$ cat config.mk
export PLATFORM = sky130hd
export DESIGN_NAME = cdcd_top
export DESIGN_NICKNAME = d
export VERILOG_FILES = /design/src/pkg/cdcd_pkg.sv /design/src/hdl/cdcd_mem.sv /design/src/hdl/cdcd_top.sv
export SDC_FILE = /design/constraint.sdc
export NUM_CORES = 2
export LEC_CHECK = 0
export BUFFER_PORTS_ARGS = -buffer_cell sky130_fd_sc_hd__buf_4
export CORE_MARGIN = 2
export CORE_UTILIZATION = 55
export CTS_CLUSTER_DIAMETER = 150
export CTS_CLUSTER_SIZE = 24
export DETAILED_ROUTE_END_ITERATION = 12
export GPL_TIMING_DRIVEN = 0
export PLACE_DENSITY_LB_ADDON = 0.15
export SKIP_LAST_GASP = 1
export SYNTH_ARGS = -nofsm -noshare
export SYNTH_HDL_FRONTEND = slang
export SYNTH_SLANG_ARGS = --single-unit
$ cat constraint.sdc
create_clock -name i_clk -period 3.19 [get_ports i_clk]
set_input_delay 0.638 -clock i_clk [delete_from_list [all_inputs] [get_ports i_clk]]
set_output_delay 0.638 -clock i_clk [all_outputs]
set_load 0.05 [all_outputs]
$ cat src/pkg/cdcd_pkg.sv
/*
 * constants for the character display command decoder: opcode patterns,
 * field positions, reset values, memory sizes and blink timing.
 * assumes a single 25 MHz clock and a host that strobes one transfer at a
 * time on a synchronous command port.
 */
package cdcd_pkg;
	localparam int CLK_HZ = 25_000_000;
	localparam int BLINK_HALF_MS = 500;
	localparam int BLINK_HALF_CYC = CLK_HZ / 1000 * BLINK_HALF_MS;
	localparam int BLINK_CNT_W = 24;

	localparam int DISP_AW = 7;
	localparam int DISP_DEPTH = 128;
	localparam int GLYPH_AW = 6;
	localparam int GLYPH_DEPTH = 64;
	localparam logic [5:0] DISP_COLS_M1 = 6'h27;
	localparam logic [7:0] SPACE_CODE = 8'h20;
	localparam logic [7:0] GLYPH_RST = 8'h00;

	// opcode patterns, matched on the upper bits of a command byte
	localparam logic [0:0] OP_DISP_ADDR = 1'h1;
	localparam logic [1:0] OP_GLYPH_ADDR = 2'h1;
	localparam logic [2:0] OP_FUNC = 3'h1;
	localparam logic [3:0] OP_SHIFT = 4'h1;
	localparam logic [4:0] OP_DISP_CTRL = 5'h01;
	localparam logic [5:0] OP_ENTRY = 6'h01;
	localparam logic [6:0] OP_HOME = 7'h01;
	localparam logic [7:0] OP_CLEAR = 8'h01;

	// field positions
	localparam int BIT_DISP_EN = 2;
	localparam int BIT_CURSOR_EN = 1;
	localparam int BIT_BLINK_EN = 0;
	localparam int BIT_SHIFT_TGT = 3;
	localparam int BIT_SHIFT_DIR = 2;
	localparam int BIT_BUS_WIDTH = 4;
	localparam int BIT_LINES = 3;
	localparam int BIT_ENTRY_INC = 1;
	localparam int BIT_ENTRY_SHIFT = 0;

	// reset values
	localparam logic RST_ENTRY_INC = 1'b1;
	localparam logic RST_ENTRY_SHIFT = 1'b0;
	localparam logic RST_DISP_EN = 1'b0;
	localparam logic RST_CURSOR_EN = 1'b0;
	localparam logic RST_BLINK_EN = 1'b0;
	localparam logic RST_BUS_WIDTH = 1'b1;
	localparam logic RST_LINES = 1'b1;
	localparam logic [1:0] RST_LUMINANCE = 2'h0;
	localparam logic [6:0] RST_AC = 7'h00;
	localparam logic [5:0] RST_SHIFT = 6'h00;
endpackage

$ cat src/hdl/cdcd_mem.sv
/*
 * small register-file memory with one write port and a registered read of
 * the addressed word; clear loads every word with the reset value.
 * assumes one clock and an asynchronous active-low reset.
 */
`timescale 1ns/1ps
module cdcd_mem #(
	parameter int AW = 7,
	parameter int DEPTH = 128,
	parameter logic [7:0] RST_VAL = 8'h00
) (
	input wire logic i_clk,
	input wire logic i_rstn,
	input wire logic i_clear,
	input wire logic i_we,
	input wire logic [AW-1:0] i_addr,
	input wire logic [7:0] i_wdata,
	output logic [7:0] o_rdata
);
	logic [7:0] word_reg [DEPTH];

	genvar g;
	generate
		for (g = 0; g < DEPTH; g++) begin : gen_word
			always_ff @(posedge i_clk or negedge i_rstn) begin
				if (!i_rstn) begin
					word_reg[g] <= RST_VAL;
				end else if (i_clear) begin
					word_reg[g] <= RST_VAL;
				end else if (i_we && i_addr == AW'(g)) begin
					word_reg[g] <= i_wdata;
				end
			end
		end
	endgenerate

	always_ff @(posedge i_clk or negedge i_rstn) begin
		if (!i_rstn) begin
			o_rdata <= RST_VAL;
		end else begin
			o_rdata <= word_reg[i_addr];
		end
	end
endmodule

$ cat src/hdl/cdcd_top.sv
/*
 * command decoder and state keeper for a two-line character display.
 * takes instruction and data bytes from a synchronous host port, holds the
 * display settings, address counter and display shift, owns the display
 * and glyph memories and makes the blink timing.
 * assumes the host strobes no faster than one transfer every two clocks.
 */
`timescale 1ns/1ps
module cdcd_top #(
	parameter int unsigned P_BLINK_HALF_CYC = cdcd_pkg::BLINK_HALF_CYC
) (
	input wire logic i_clk,
	input wire logic i_rstn,
	input wire logic i_strobe,
	input wire logic i_register_select,
	input wire logic i_read_select,
	input wire logic [7:0] i_data_lines,
	output logic [7:0] o_data_lines,
	output logic o_data_valid,
	output logic o_display_enable,
	output logic o_cursor_enable,
	output logic o_blink_enable,
	output logic o_blink_cell_on,
	output logic o_bus_width_select,
	output logic o_line_count_select,
	output logic [1:0] o_luminance_field,
	output logic [cdcd_pkg::DISP_AW-1:0] o_address_counter,
	output logic o_glyph_target,
	output logic [5:0] o_shift_offset
);
	import cdcd_pkg::*;

	////////////////////////////////////////////////////////////////////////
	// declarations

	logic nib_phase_reg;
	logic [3:0] nib_hi_reg;
	logic act;
	logic [7:0] byte_in;
	logic cmd_wr;
	logic dat_wr;
	logic ac_rd;
	logic dat_rd;
	logic is_disp_addr;
	logic is_glyph_addr;
	logic is_func;
	logic is_shift;
	logic is_disp_ctrl;
	logic is_entry;
	logic is_home;
	logic is_clear;
	logic [DISP_AW-1:0] ac_reg;
	logic [DISP_AW-1:0] ac_next;
	logic [DISP_AW-1:0] ac_inc;
	logic [DISP_AW-1:0] ac_dec;
	logic glyph_reg;
	logic glyph_next;
	logic entry_inc_reg;
	logic entry_shift_reg;
	logic disp_en_reg;
	logic cursor_en_reg;
	logic blink_en_reg;
	logic bus8_reg;
	logic lines_reg;
	logic [1:0] lum_reg;
	logic [5:0] shift_reg;
	logic [5:0] shift_next;
	logic shift_left;
	logic shift_right;
	logic [7:0] disp_q;
	logic [7:0] glyph_q;
	logic [7:0] read_val;
	logic [BLINK_CNT_W-1:0] blink_cnt_reg;
	logic blink_phase_reg;

	////////////////////////////////////////////////////////////////////////
	// host port: nibble pairing and byte assembly

	always_ff @(posedge i_clk or negedge i_rstn) begin
		if (!i_rstn) begin
			nib_phase_reg <= 1'b0;
			nib_hi_reg <= 4'h0;
		end else if (bus8_reg) begin
			nib_phase_reg <= 1'b0;
		end else if (i_strobe) begin
			nib_phase_reg <= ~nib_phase_reg;
			if (!nib_phase_reg) begin
				nib_hi_reg <= i_data_lines[7:4];
			end
		end
	end

	// a transfer acts at once in 8-bit mode, on the second nibble otherwise
	assign act = i_strobe && (bus8_reg || nib_phase_reg);
	assign byte_in = bus8_reg ? i_data_lines
		: {nib_hi_reg, i_data_lines[7:4]};

	assign cmd_wr = act && !i_register_select && !i_read_select;
	assign dat_wr = act && i_register_select && !i_read_select;
	assign ac_rd = act && !i_register_select && i_read_select;
	assign dat_rd = act && i_register_select && i_read_select;

	////////////////////////////////////////////////////////////////////////
	// command decode, most specific pattern last in priority

	assign is_disp_addr = byte_in[7] == OP_DISP_ADDR;
	assign is_glyph_addr = byte_in[7:6] == OP_GLYPH_ADDR;
	assign is_func = byte_in[7:5] == OP_FUNC;
	assign is_shift = byte_in[7:4] == OP_SHIFT;
	assign is_disp_ctrl = byte_in[7:3] == OP_DISP_CTRL;
	assign is_entry = byte_in[7:2] == OP_ENTRY;
	assign is_home = byte_in[7:1] == OP_HOME;
	assign is_clear = byte_in == OP_CLEAR;

	////////////////////////////////////////////////////////////////////////
	// settings written by commands

	always_ff @(posedge i_clk or negedge i_rstn) begin
		if (!i_rstn) begin
			disp_en_reg <= RST_DISP_EN;
			cursor_en_reg <= RST_CURSOR_EN;
			blink_en_reg <= RST_BLINK_EN;
		end else if (cmd_wr && is_disp_ctrl) begin
			disp_en_reg <= byte_in[BIT_DISP_EN];
			cursor_en_reg <= byte_in[BIT_CURSOR_EN];
			blink_en_reg <= byte_in[BIT_BLINK_EN];
		end
	end

	always_ff @(posedge i_clk or negedge i_rstn) begin
		if (!i_rstn) begin
			bus8_reg <= RST_BUS_WIDTH;
			lines_reg <= RST_LINES;
			lum_reg <= RST_LUMINANCE;
		end else if (cmd_wr && is_func) begin
			bus8_reg <= byte_in[BIT_BUS_WIDTH];
			lines_reg <= byte_in[BIT_LINES];
			lum_reg <= byte_in[1:0];
		end
	end

	always_ff @(posedge i_clk or negedge i_rstn) begin
		if (!i_rstn) begin
			entry_inc_reg <= RST_ENTRY_INC;
			entry_shift_reg <= RST_ENTRY_SHIFT;
		end else if (cmd_wr && is_entry) begin
			entry_inc_reg <= byte_in[BIT_ENTRY_INC];
			entry_shift_reg <= byte_in[BIT_ENTRY_SHIFT];
		end else if (cmd_wr && is_clear) begin
			entry_inc_reg <= 1'b1;
		end
	end

	////////////////////////////////////////////////////////////////////////
	// address counter and memory target

	assign ac_inc = ac_reg + 7'h01;
	assign ac_dec = ac_reg - 7'h01;

	always_comb begin
		ac_next = ac_reg;
		glyph_next = glyph_reg;
		if (cmd_wr) begin
			if (is_disp_addr) begin
				ac_next = byte_in[6:0];
				glyph_next = 1'b0;
			end else if (is_glyph_addr) begin
				ac_next = {1'b0, byte_in[5:0]};
				glyph_next = 1'b1;
			end else if (is_shift) begin
				ac_next = byte_in[BIT_SHIFT_DIR] ? ac_inc : ac_dec;
				glyph_next = 1'b0;
			end else if (is_clear || is_home) begin
				ac_next = RST_AC;
				glyph_next = 1'b0;
			end
		end else if (dat_wr || dat_rd) begin
			ac_next = entry_inc_reg ? ac_inc : ac_dec;
		end
	end

	always_ff @(posedge i_clk or negedge i_rstn) begin
		if (!i_rstn) begin
			ac_reg <= RST_AC;
			glyph_reg <= 1'b0;
		end else begin
			ac_reg <= ac_next;
			glyph_reg <= glyph_next;
		end
	end

	////////////////////////////////////////////////////////////////////////
	// display shift offset, modulo one line of the display memory

	assign shift_left = (cmd_wr && is_shift && byte_in[BIT_SHIFT_TGT]
		&& !byte_in[BIT_SHIFT_DIR])
		|| (dat_wr && !glyph_reg && entry_shift_reg
		&& entry_inc_reg);
	assign shift_right = (cmd_wr && is_shift && byte_in[BIT_SHIFT_TGT]
		&& byte_in[BIT_SHIFT_DIR])
		|| (dat_wr && !glyph_reg && entry_shift_reg
		&& !entry_inc_reg);

	always_comb begin
		shift_next = shift_reg;
		if (cmd_wr && (is_clear || is_home)) begin
			shift_next = RST_SHIFT;
		end else if (shift_left) begin
			shift_next = (shift_reg == DISP_COLS_M1) ? 6'h00
				: shift_reg + 6'h01;
		end else if (shift_right) begin
			shift_next = (shift_reg == 6'h00) ? DISP_COLS_M1
				: shift_reg - 6'h01;
		end
	end

	always_ff @(posedge i_clk or negedge i_rstn) begin
		if (!i_rstn) begin
			shift_reg <= RST_SHIFT;
		end else begin
			shift_reg <= shift_next;
		end
	end

	////////////////////////////////////////////////////////////////////////
	// memories: only data writes and, for the display memory, clear touch them

	cdcd_mem #(
		.AW(DISP_AW),
		.DEPTH(DISP_DEPTH),
		.RST_VAL(SPACE_CODE)
	) u_disp_mem (
		.i_clk(i_clk),
		.i_rstn(i_rstn),
		.i_clear(cmd_wr && is_clear),
		.i_we(dat_wr && !glyph_reg),
		.i_addr(ac_reg),
		.i_wdata(byte_in),
		.o_rdata(disp_q)
	);

	cdcd_mem #(
		.AW(GLYPH_AW),
		.DEPTH(GLYPH_DEPTH),
		.RST_VAL(GLYPH_RST)
	) u_glyph_mem (
		.i_clk(i_clk),
		.i_rstn(i_rstn),
		.i_clear(1'b0),
		.i_we(dat_wr && glyph_reg),
		.i_addr(ac_reg[GLYPH_AW-1:0]),
		.i_wdata(byte_in),
		.o_rdata(glyph_q)
	);

	////////////////////////////////////////////////////////////////////////
	// read answers; busy indication is a constant zero

	assign read_val = i_register_select ? (glyph_reg ? glyph_q : disp_q)
		: {1'b0, ac_reg};

	always_ff @(posedge i_clk or negedge i_rstn) begin
		if (!i_rstn) begin
			o_data_lines <= 8'h00;
			o_data_valid <= 1'b0;
		end else begin
			o_data_valid <= i_strobe && i_read_select;
			if (i_strobe && i_read_select) begin
				if (bus8_reg) begin
					o_data_lines <= read_val;
				end else if (!nib_phase_reg) begin
					o_data_lines <= {read_val[7:4], 4'h0};
				end else begin
					o_data_lines <= {read_val[3:0], 4'h0};
				end
			end
		end
	end

	////////////////////////////////////////////////////////////////////////
	// blink timing, free running

	always_ff @(posedge i_clk or negedge i_rstn) begin
		if (!i_rstn) begin
			blink_cnt_reg <= '0;
			blink_phase_reg <= 1'b0;
		end else if (blink_cnt_reg
			== BLINK_CNT_W'(P_BLINK_HALF_CYC - 1)) begin
			blink_cnt_reg <= '0;
			blink_phase_reg <= ~blink_phase_reg;
		end else begin
			blink_cnt_reg <= blink_cnt_reg + 1'b1;
		end
	end

	////////////////////////////////////////////////////////////////////////
	// display-facing outputs

	always_ff @(posedge i_clk or negedge i_rstn) begin
		if (!i_rstn) begin
			o_display_enable <= RST_DISP_EN;
			o_cursor_enable <= RST_CURSOR_EN;
			o_blink_enable <= RST_BLINK_EN;
			o_blink_cell_on <= 1'b0;
			o_bus_width_select <= RST_BUS_WIDTH;
			o_line_count_select <= RST_LINES;
			o_luminance_field <= RST_LUMINANCE;
			o_address_counter <= RST_AC;
			o_glyph_target <= 1'b0;
			o_shift_offset <= RST_SHIFT;
		end else begin
			o_display_enable <= disp_en_reg;
			o_cursor_enable <= cursor_en_reg;
			o_blink_enable <= blink_en_reg;
			o_blink_cell_on <= blink_en_reg && blink_phase_reg;
			o_bus_width_select <= bus8_reg;
			o_line_count_select <= lines_reg;
			o_luminance_field <= lum_reg;
			o_address_counter <= ac_reg;
			o_glyph_target <= glyph_reg;
			o_shift_offset <= shift_reg;
		end
	end
endmodule

-- Word-level counts from Yosys, hierarchy flattened
Cells that the tools add are included.
- bits in registers: 1636
- bits of input ports: 13
- output and inout bits: 31
- logic and storage cells: 1085
- $add $sub $neg: 5
- $lt $le $gt $ge: 2
- equal/unequal tests: 200
- mux-type cells: 289
- bitwise operators: 5
- reduce and logical (&&, ||, !) cells: 363
- operator list (operator ; count):
    8-bit two-way mux ; 265
    7-bit equality test, second input constant ; 64
    2-bit nonzero test ; 131
    7-bit by 6-bit equality test with 1-bit output, second input constant ; 32
    1-bit logical AND ; 214
    6-bit equality test, second input constant ; 33
    7-bit by 5-bit equality test with 1-bit output, second input constant ; 16
    6-bit by 5-bit equality test with 1-bit output, second input constant ; 16
    8-bit binary-select mux with 7-bit select ; 1
    7-bit by 4-bit equality test with 1-bit output, second input constant ; 8
    7-bit two-way mux ; 8
    8-bit binary-select mux with 6-bit select ; 1
    6-bit by 4-bit equality test with 1-bit output, second input constant ; 8
    6-bit two-way mux ; 5
    7-bit by 3-bit equality test with 1-bit output, second input constant ; 4
    24-bit by 1-bit adder with 24-bit output, second input constant ; 1
    24-bit equality test, second input constant ; 1
    6-bit by 3-bit equality test with 1-bit output, second input constant ; 4
    24-bit two-way mux ; 1
    7-bit by 1-bit equality test with 1-bit output, second input constant ; 2
    7-bit by 2-bit equality test with 1-bit output, second input constant ; 2
    6-bit by 1-bit equality test with 1-bit output, second input constant ; 2
    6-bit by 2-bit equality test with 1-bit output, second input constant ; 2
    6-bit logical NOT ; 2
    other kinds (23) ; 41

-- Longest topological paths before layout
- depth after elaboration: 11
- mapped depth: 15
- gate-level depth less buffers: 8

-- By module
From an unflattened synthesis, not the netlist that was laid out.
- cells, all modules: 8275
- area, all modules: 81172.9 sq um
- modules (own cells, without submodules) (module ; instances ; cells an instance ; area each (sq um) ; sequential area each (sq um)):
    cdcd_mem (u_disp_mem) ; 1 ; 5174 ; 51200.4 ; 25986.2
    cdcd_mem (u_glyph_mem) ; 1 ; 2629 ; 25401.9 ; 13012.5
    cdcd_top ; 1 ; 472 ; 4570.6 ; 2108.3

-- Worst setup path before layout
OpenSTA, ideal clock, no wires.
- kind: reg2reg
- from: reg ac_reg[0]
- to: reg u_disp_mem.word_reg[399] in the netlist's numbering
- setup time: 0.137 ns
- data arrival time: 2.910 ns
- data required time: 3.053 ns
- path slack: 0.143 ns
- cell stages (with the launch flop): 15
- buffers on the path: 9
- clock period less this slack: 3.047 ns
- cell sequence: dfrtp_1 buf_2 buf_6 buf_4 buf_6 buf_6 buf_4 buf_4 inv_1 ha_1 and3_1 buf_1 nand4_1 clkbuf_1 o21ai_0
- longest elaborated chain between the ends: 3
- RTL lines (what ; RTL line ; text):
    from (decl) ; cdcd_top.sv:52 ; logic [DISP_AW-1:0] ac_reg;
    from (signal assigned) ; cdcd_top.sv:187 ; ac_reg <= ac_next;
    7-bit equality test ; cdcd_mem.sv:30 ; end else if (i_we && i_addr == AW'(g)) begin
    1-bit logical AND ; cdcd_mem.sv:30 ;
    2-bit nonzero test (no source line) ; n/a ;
    to (signal, indexed assignment) ; cdcd_mem.sv:31 ; word_reg[g] <= i_wdata;
    to (decl) ; cdcd_mem.sv:20 ; logic [7:0] word_reg [DEPTH];
Every way passes these cells.
A chain may end at the register's enable or synchronous reset.

-- Worst setup path after layout
- from: reg ac_reg[6]
- to: reg u_disp_mem.o_rdata[0]
- longest elaborated chain between the ends: 4
- RTL lines (what ; RTL line ; text):
    7-bit inverter with 8-bit output (implied by the code) ; cdcd_mem.sv:41 ; o_rdata <= word_reg[i_addr];
    8-bit binary-select mux with 7-bit select ; cdcd_mem.sv:41 ;
    8-bit two-way mux (implied by the code) (2 in series) ; cdcd_mem.sv:41 ;
    to (signal assigned) ; cdcd_mem.sv:41 ;
    to (decl) ; cdcd_mem.sv:18 ; output logic [7:0] o_rdata
Every way passes these cells. The select of a mux whose other input is x is not followed.

==> impl_metrics.ini <==
[global_routing]
globalRoute.totalOverflow = 0
grtUsageTotal = 0.463
antenna_found_initial = 27
grt_pass1_wl_mm = 446
grt_max_degree = 181
first_global_vias = 59500

[route]
via_per_inst = 7.03
drt_pass1_iterations = 8
wl_per_cell_um = 35.3
drt_iter0_drc = 10300
drt_wl_total_mm = 319
vias = 63500
drc = 0
ant_nets = 0

[placement]
place_congestion = 1.10
dp_hpwl_mm = 222
place_inst = 8690
place_area_um2 = 77400
pre_cts_ws_ns = -3.05
portBuffers = 41

[floorplanning]
fp.dieH_um = 372
core_um2 = 134000
rows = 134
fp.dieW_um = 372
ioPinCount = 44
start_util = 0.556
die_area_um2 = 138000

[pwr]
p_total_mw = 65.7
leakage_nw = 36.8
p_per_area_nw_per_um2 = 784
ir_drop_mv = 0.618

[sta]
slew-limit-headroom = 0.135
timing.final.crit_share = 1.08
fin_skew_ns = 0.0367
hold_slack_ns = 0.180
setup_violations = 63
fin_ws_ns = -0.256
worst_pin_slew_ns = 1.30
drv_slew = 0
min_period_ns = 3.45
finalSetupTns_ns = -2.46
rsz0062_at_grt = yes
timing.fmax_mhz = 290
hold_viol_final = 0

[clock_tree]
insertion_delay_ns = 0.77
cts-buffers-inserted = 78
cts_max_level = 3
clock_sinks = 1636
cts.path.max_buffers = 3
cts_tree = yes
cts-root-buf = clkbuf_16
clk_pin_slew_ns = 0.11

[status]
violations = negative setup slack
status = finished, violations left

[worst_hold_path]
hp-class = primary input to flop

[final_layout]
fillers = 11000
final_common_cell = dfrtp_1
largest_reg_flops = 1024
post-route-util = 0.626
drive_above_1_share = 0.219
nets = 7216
mostFrequentLayoutCells = 1498 x dfrtp_1, 851 x nor2_1, 796 x nand3_1
finalInstanceArea_um2 = 83800
areaGrowthSynthToFinish_pct = 12.6
final_cells = 9037

[synthesis]
syn_area_um2 = 74400
synth_top_area_share = 0.505
synth.distinct_cells = 72
ys_seq_area_frac = 0.552
ys_async_sr_fraction = 1.00
ys_seq_elements = 1636
synthesis.nets = 6887
yosys_warnings = 0
syn_area_per_cell_um2 = 10.8
synth.area.top_cells = dfrtp_1 50%, mux4_2 12%, nand3_1 5.4%, dfstp_2 4.7%, nor2_1 4.6%
yosys.area.top_type = dfrtp_1
synth_ff_type = dfrtp_1
syn_inst = 6865
synth_edf_count = 0

[setup_path]
critPathKind = flop to flop
startpoint_type = flop
cp.required_ns = 3.80
cp.arrival_ns = 4.06
cp-end-kind = flop
critPathMaxFanout = 10

[run]
maxCapViolCount = 0
[power by group]
group | switching [mW] | internal [mW]
logic | 21.2 | 8.29
registers | 1.33 | 22.8
clock network | 7.16 | 4.84
[per-layer routing]
layer  GRT usage  wire (um)
met3       0.152      40200
met1       0.599     114000
met2       0.650     134000
met4       0.346      30400
met5     0.00175        247
[cells by family (layout without fill, tap and decap cells)]
family | count (synthesis) | count (layout) | synth area share
buffers and inverters | 706 | 1090 | 0.0407
AOI/OAI and AO/OA | 1742 | 1742 | 0.127
DFF | 1636 | 1636 | 0.552
muxes | 547 | 547 | 0.143
and+or+nand+nor | 2196 | 2196 | 0.133
xor gates and xnor gates | 29 | 29 | 0.00341
adders and majority gates | 9 | 9 | 0.00151
other | 0 | 20 | 0
[cell usage after synthesis (all sizes together), types with 16 or more instances]
library cell,count
nand4,144
dfstp,134
buf,265
dfrtp,1502
mux2i,122
inv,16
mux4,410
a21oi,683
nand3,808
nor3,16
nand2,243
o22ai,16
xor2,17
o21ai,807
and2,17
a22oi,27
o211ai,131
nor2,912
clkbuf,424
[critical path: stages, from the launching register on]
cell and delay [ns]:
dfrtp_1 1.00, clkbuf_2 0.62, clkbuf_2 0.63, o221ai_1 0.38, a21oi_1 0.42, a22oi_1 0.23
[what timing repair did]
action                     4_1_cts  5_1_grt
cloned                           0        2
buffers inserted               153       58
pin swaps                       86       14
setup endpoints to repair     1577     1545
gates resized for setup        563      304
hold buffers                     1        0
hold endpoints to repair         5        0
[final timing paths]
path	from	to	slack, ns	cells after the start
min	i_data_lines[6]	nib_hi_reg[2]	0.18	2
max	ac_reg[6]	u_disp_mem.o_rdata[0]	-0.26	5
max in group asynchronous	i_rstn	u_glyph_mem.word_reg[421]	0.31	5
min reg2reg	lines_reg	o_line_count_select	0.37	0
min in group asynchronous	i_rstn	blink_cnt_reg[4]	0.32	2
max reg2reg	ac_reg[6]	u_disp_mem.o_rdata[0]	-0.26	5
[layout make-up]
| type | instances | area, um2 | area share |
|---|---|---|---|
| sequential | 1636 | 41100 | 0.490 |
| multi-input combinational | 4523 | 31300 | 0.373 |
| buffer | 667 | 4150 | 0.0495 |
| timing repair buffer | 271 | 2670 | 0.0318 |
| clock buffer | 131 | 2210 | 0.0264 |
| tap | 1768 | 2210 | 0.0264 |
| inverter | 17 | 80.1 | 0.000955 |
| clock inverter | 4 | 57.6 | 0.000687 |
| antenna | 20 | 50.0 | 0.000597 |
(Power assumes the default switching activity.)
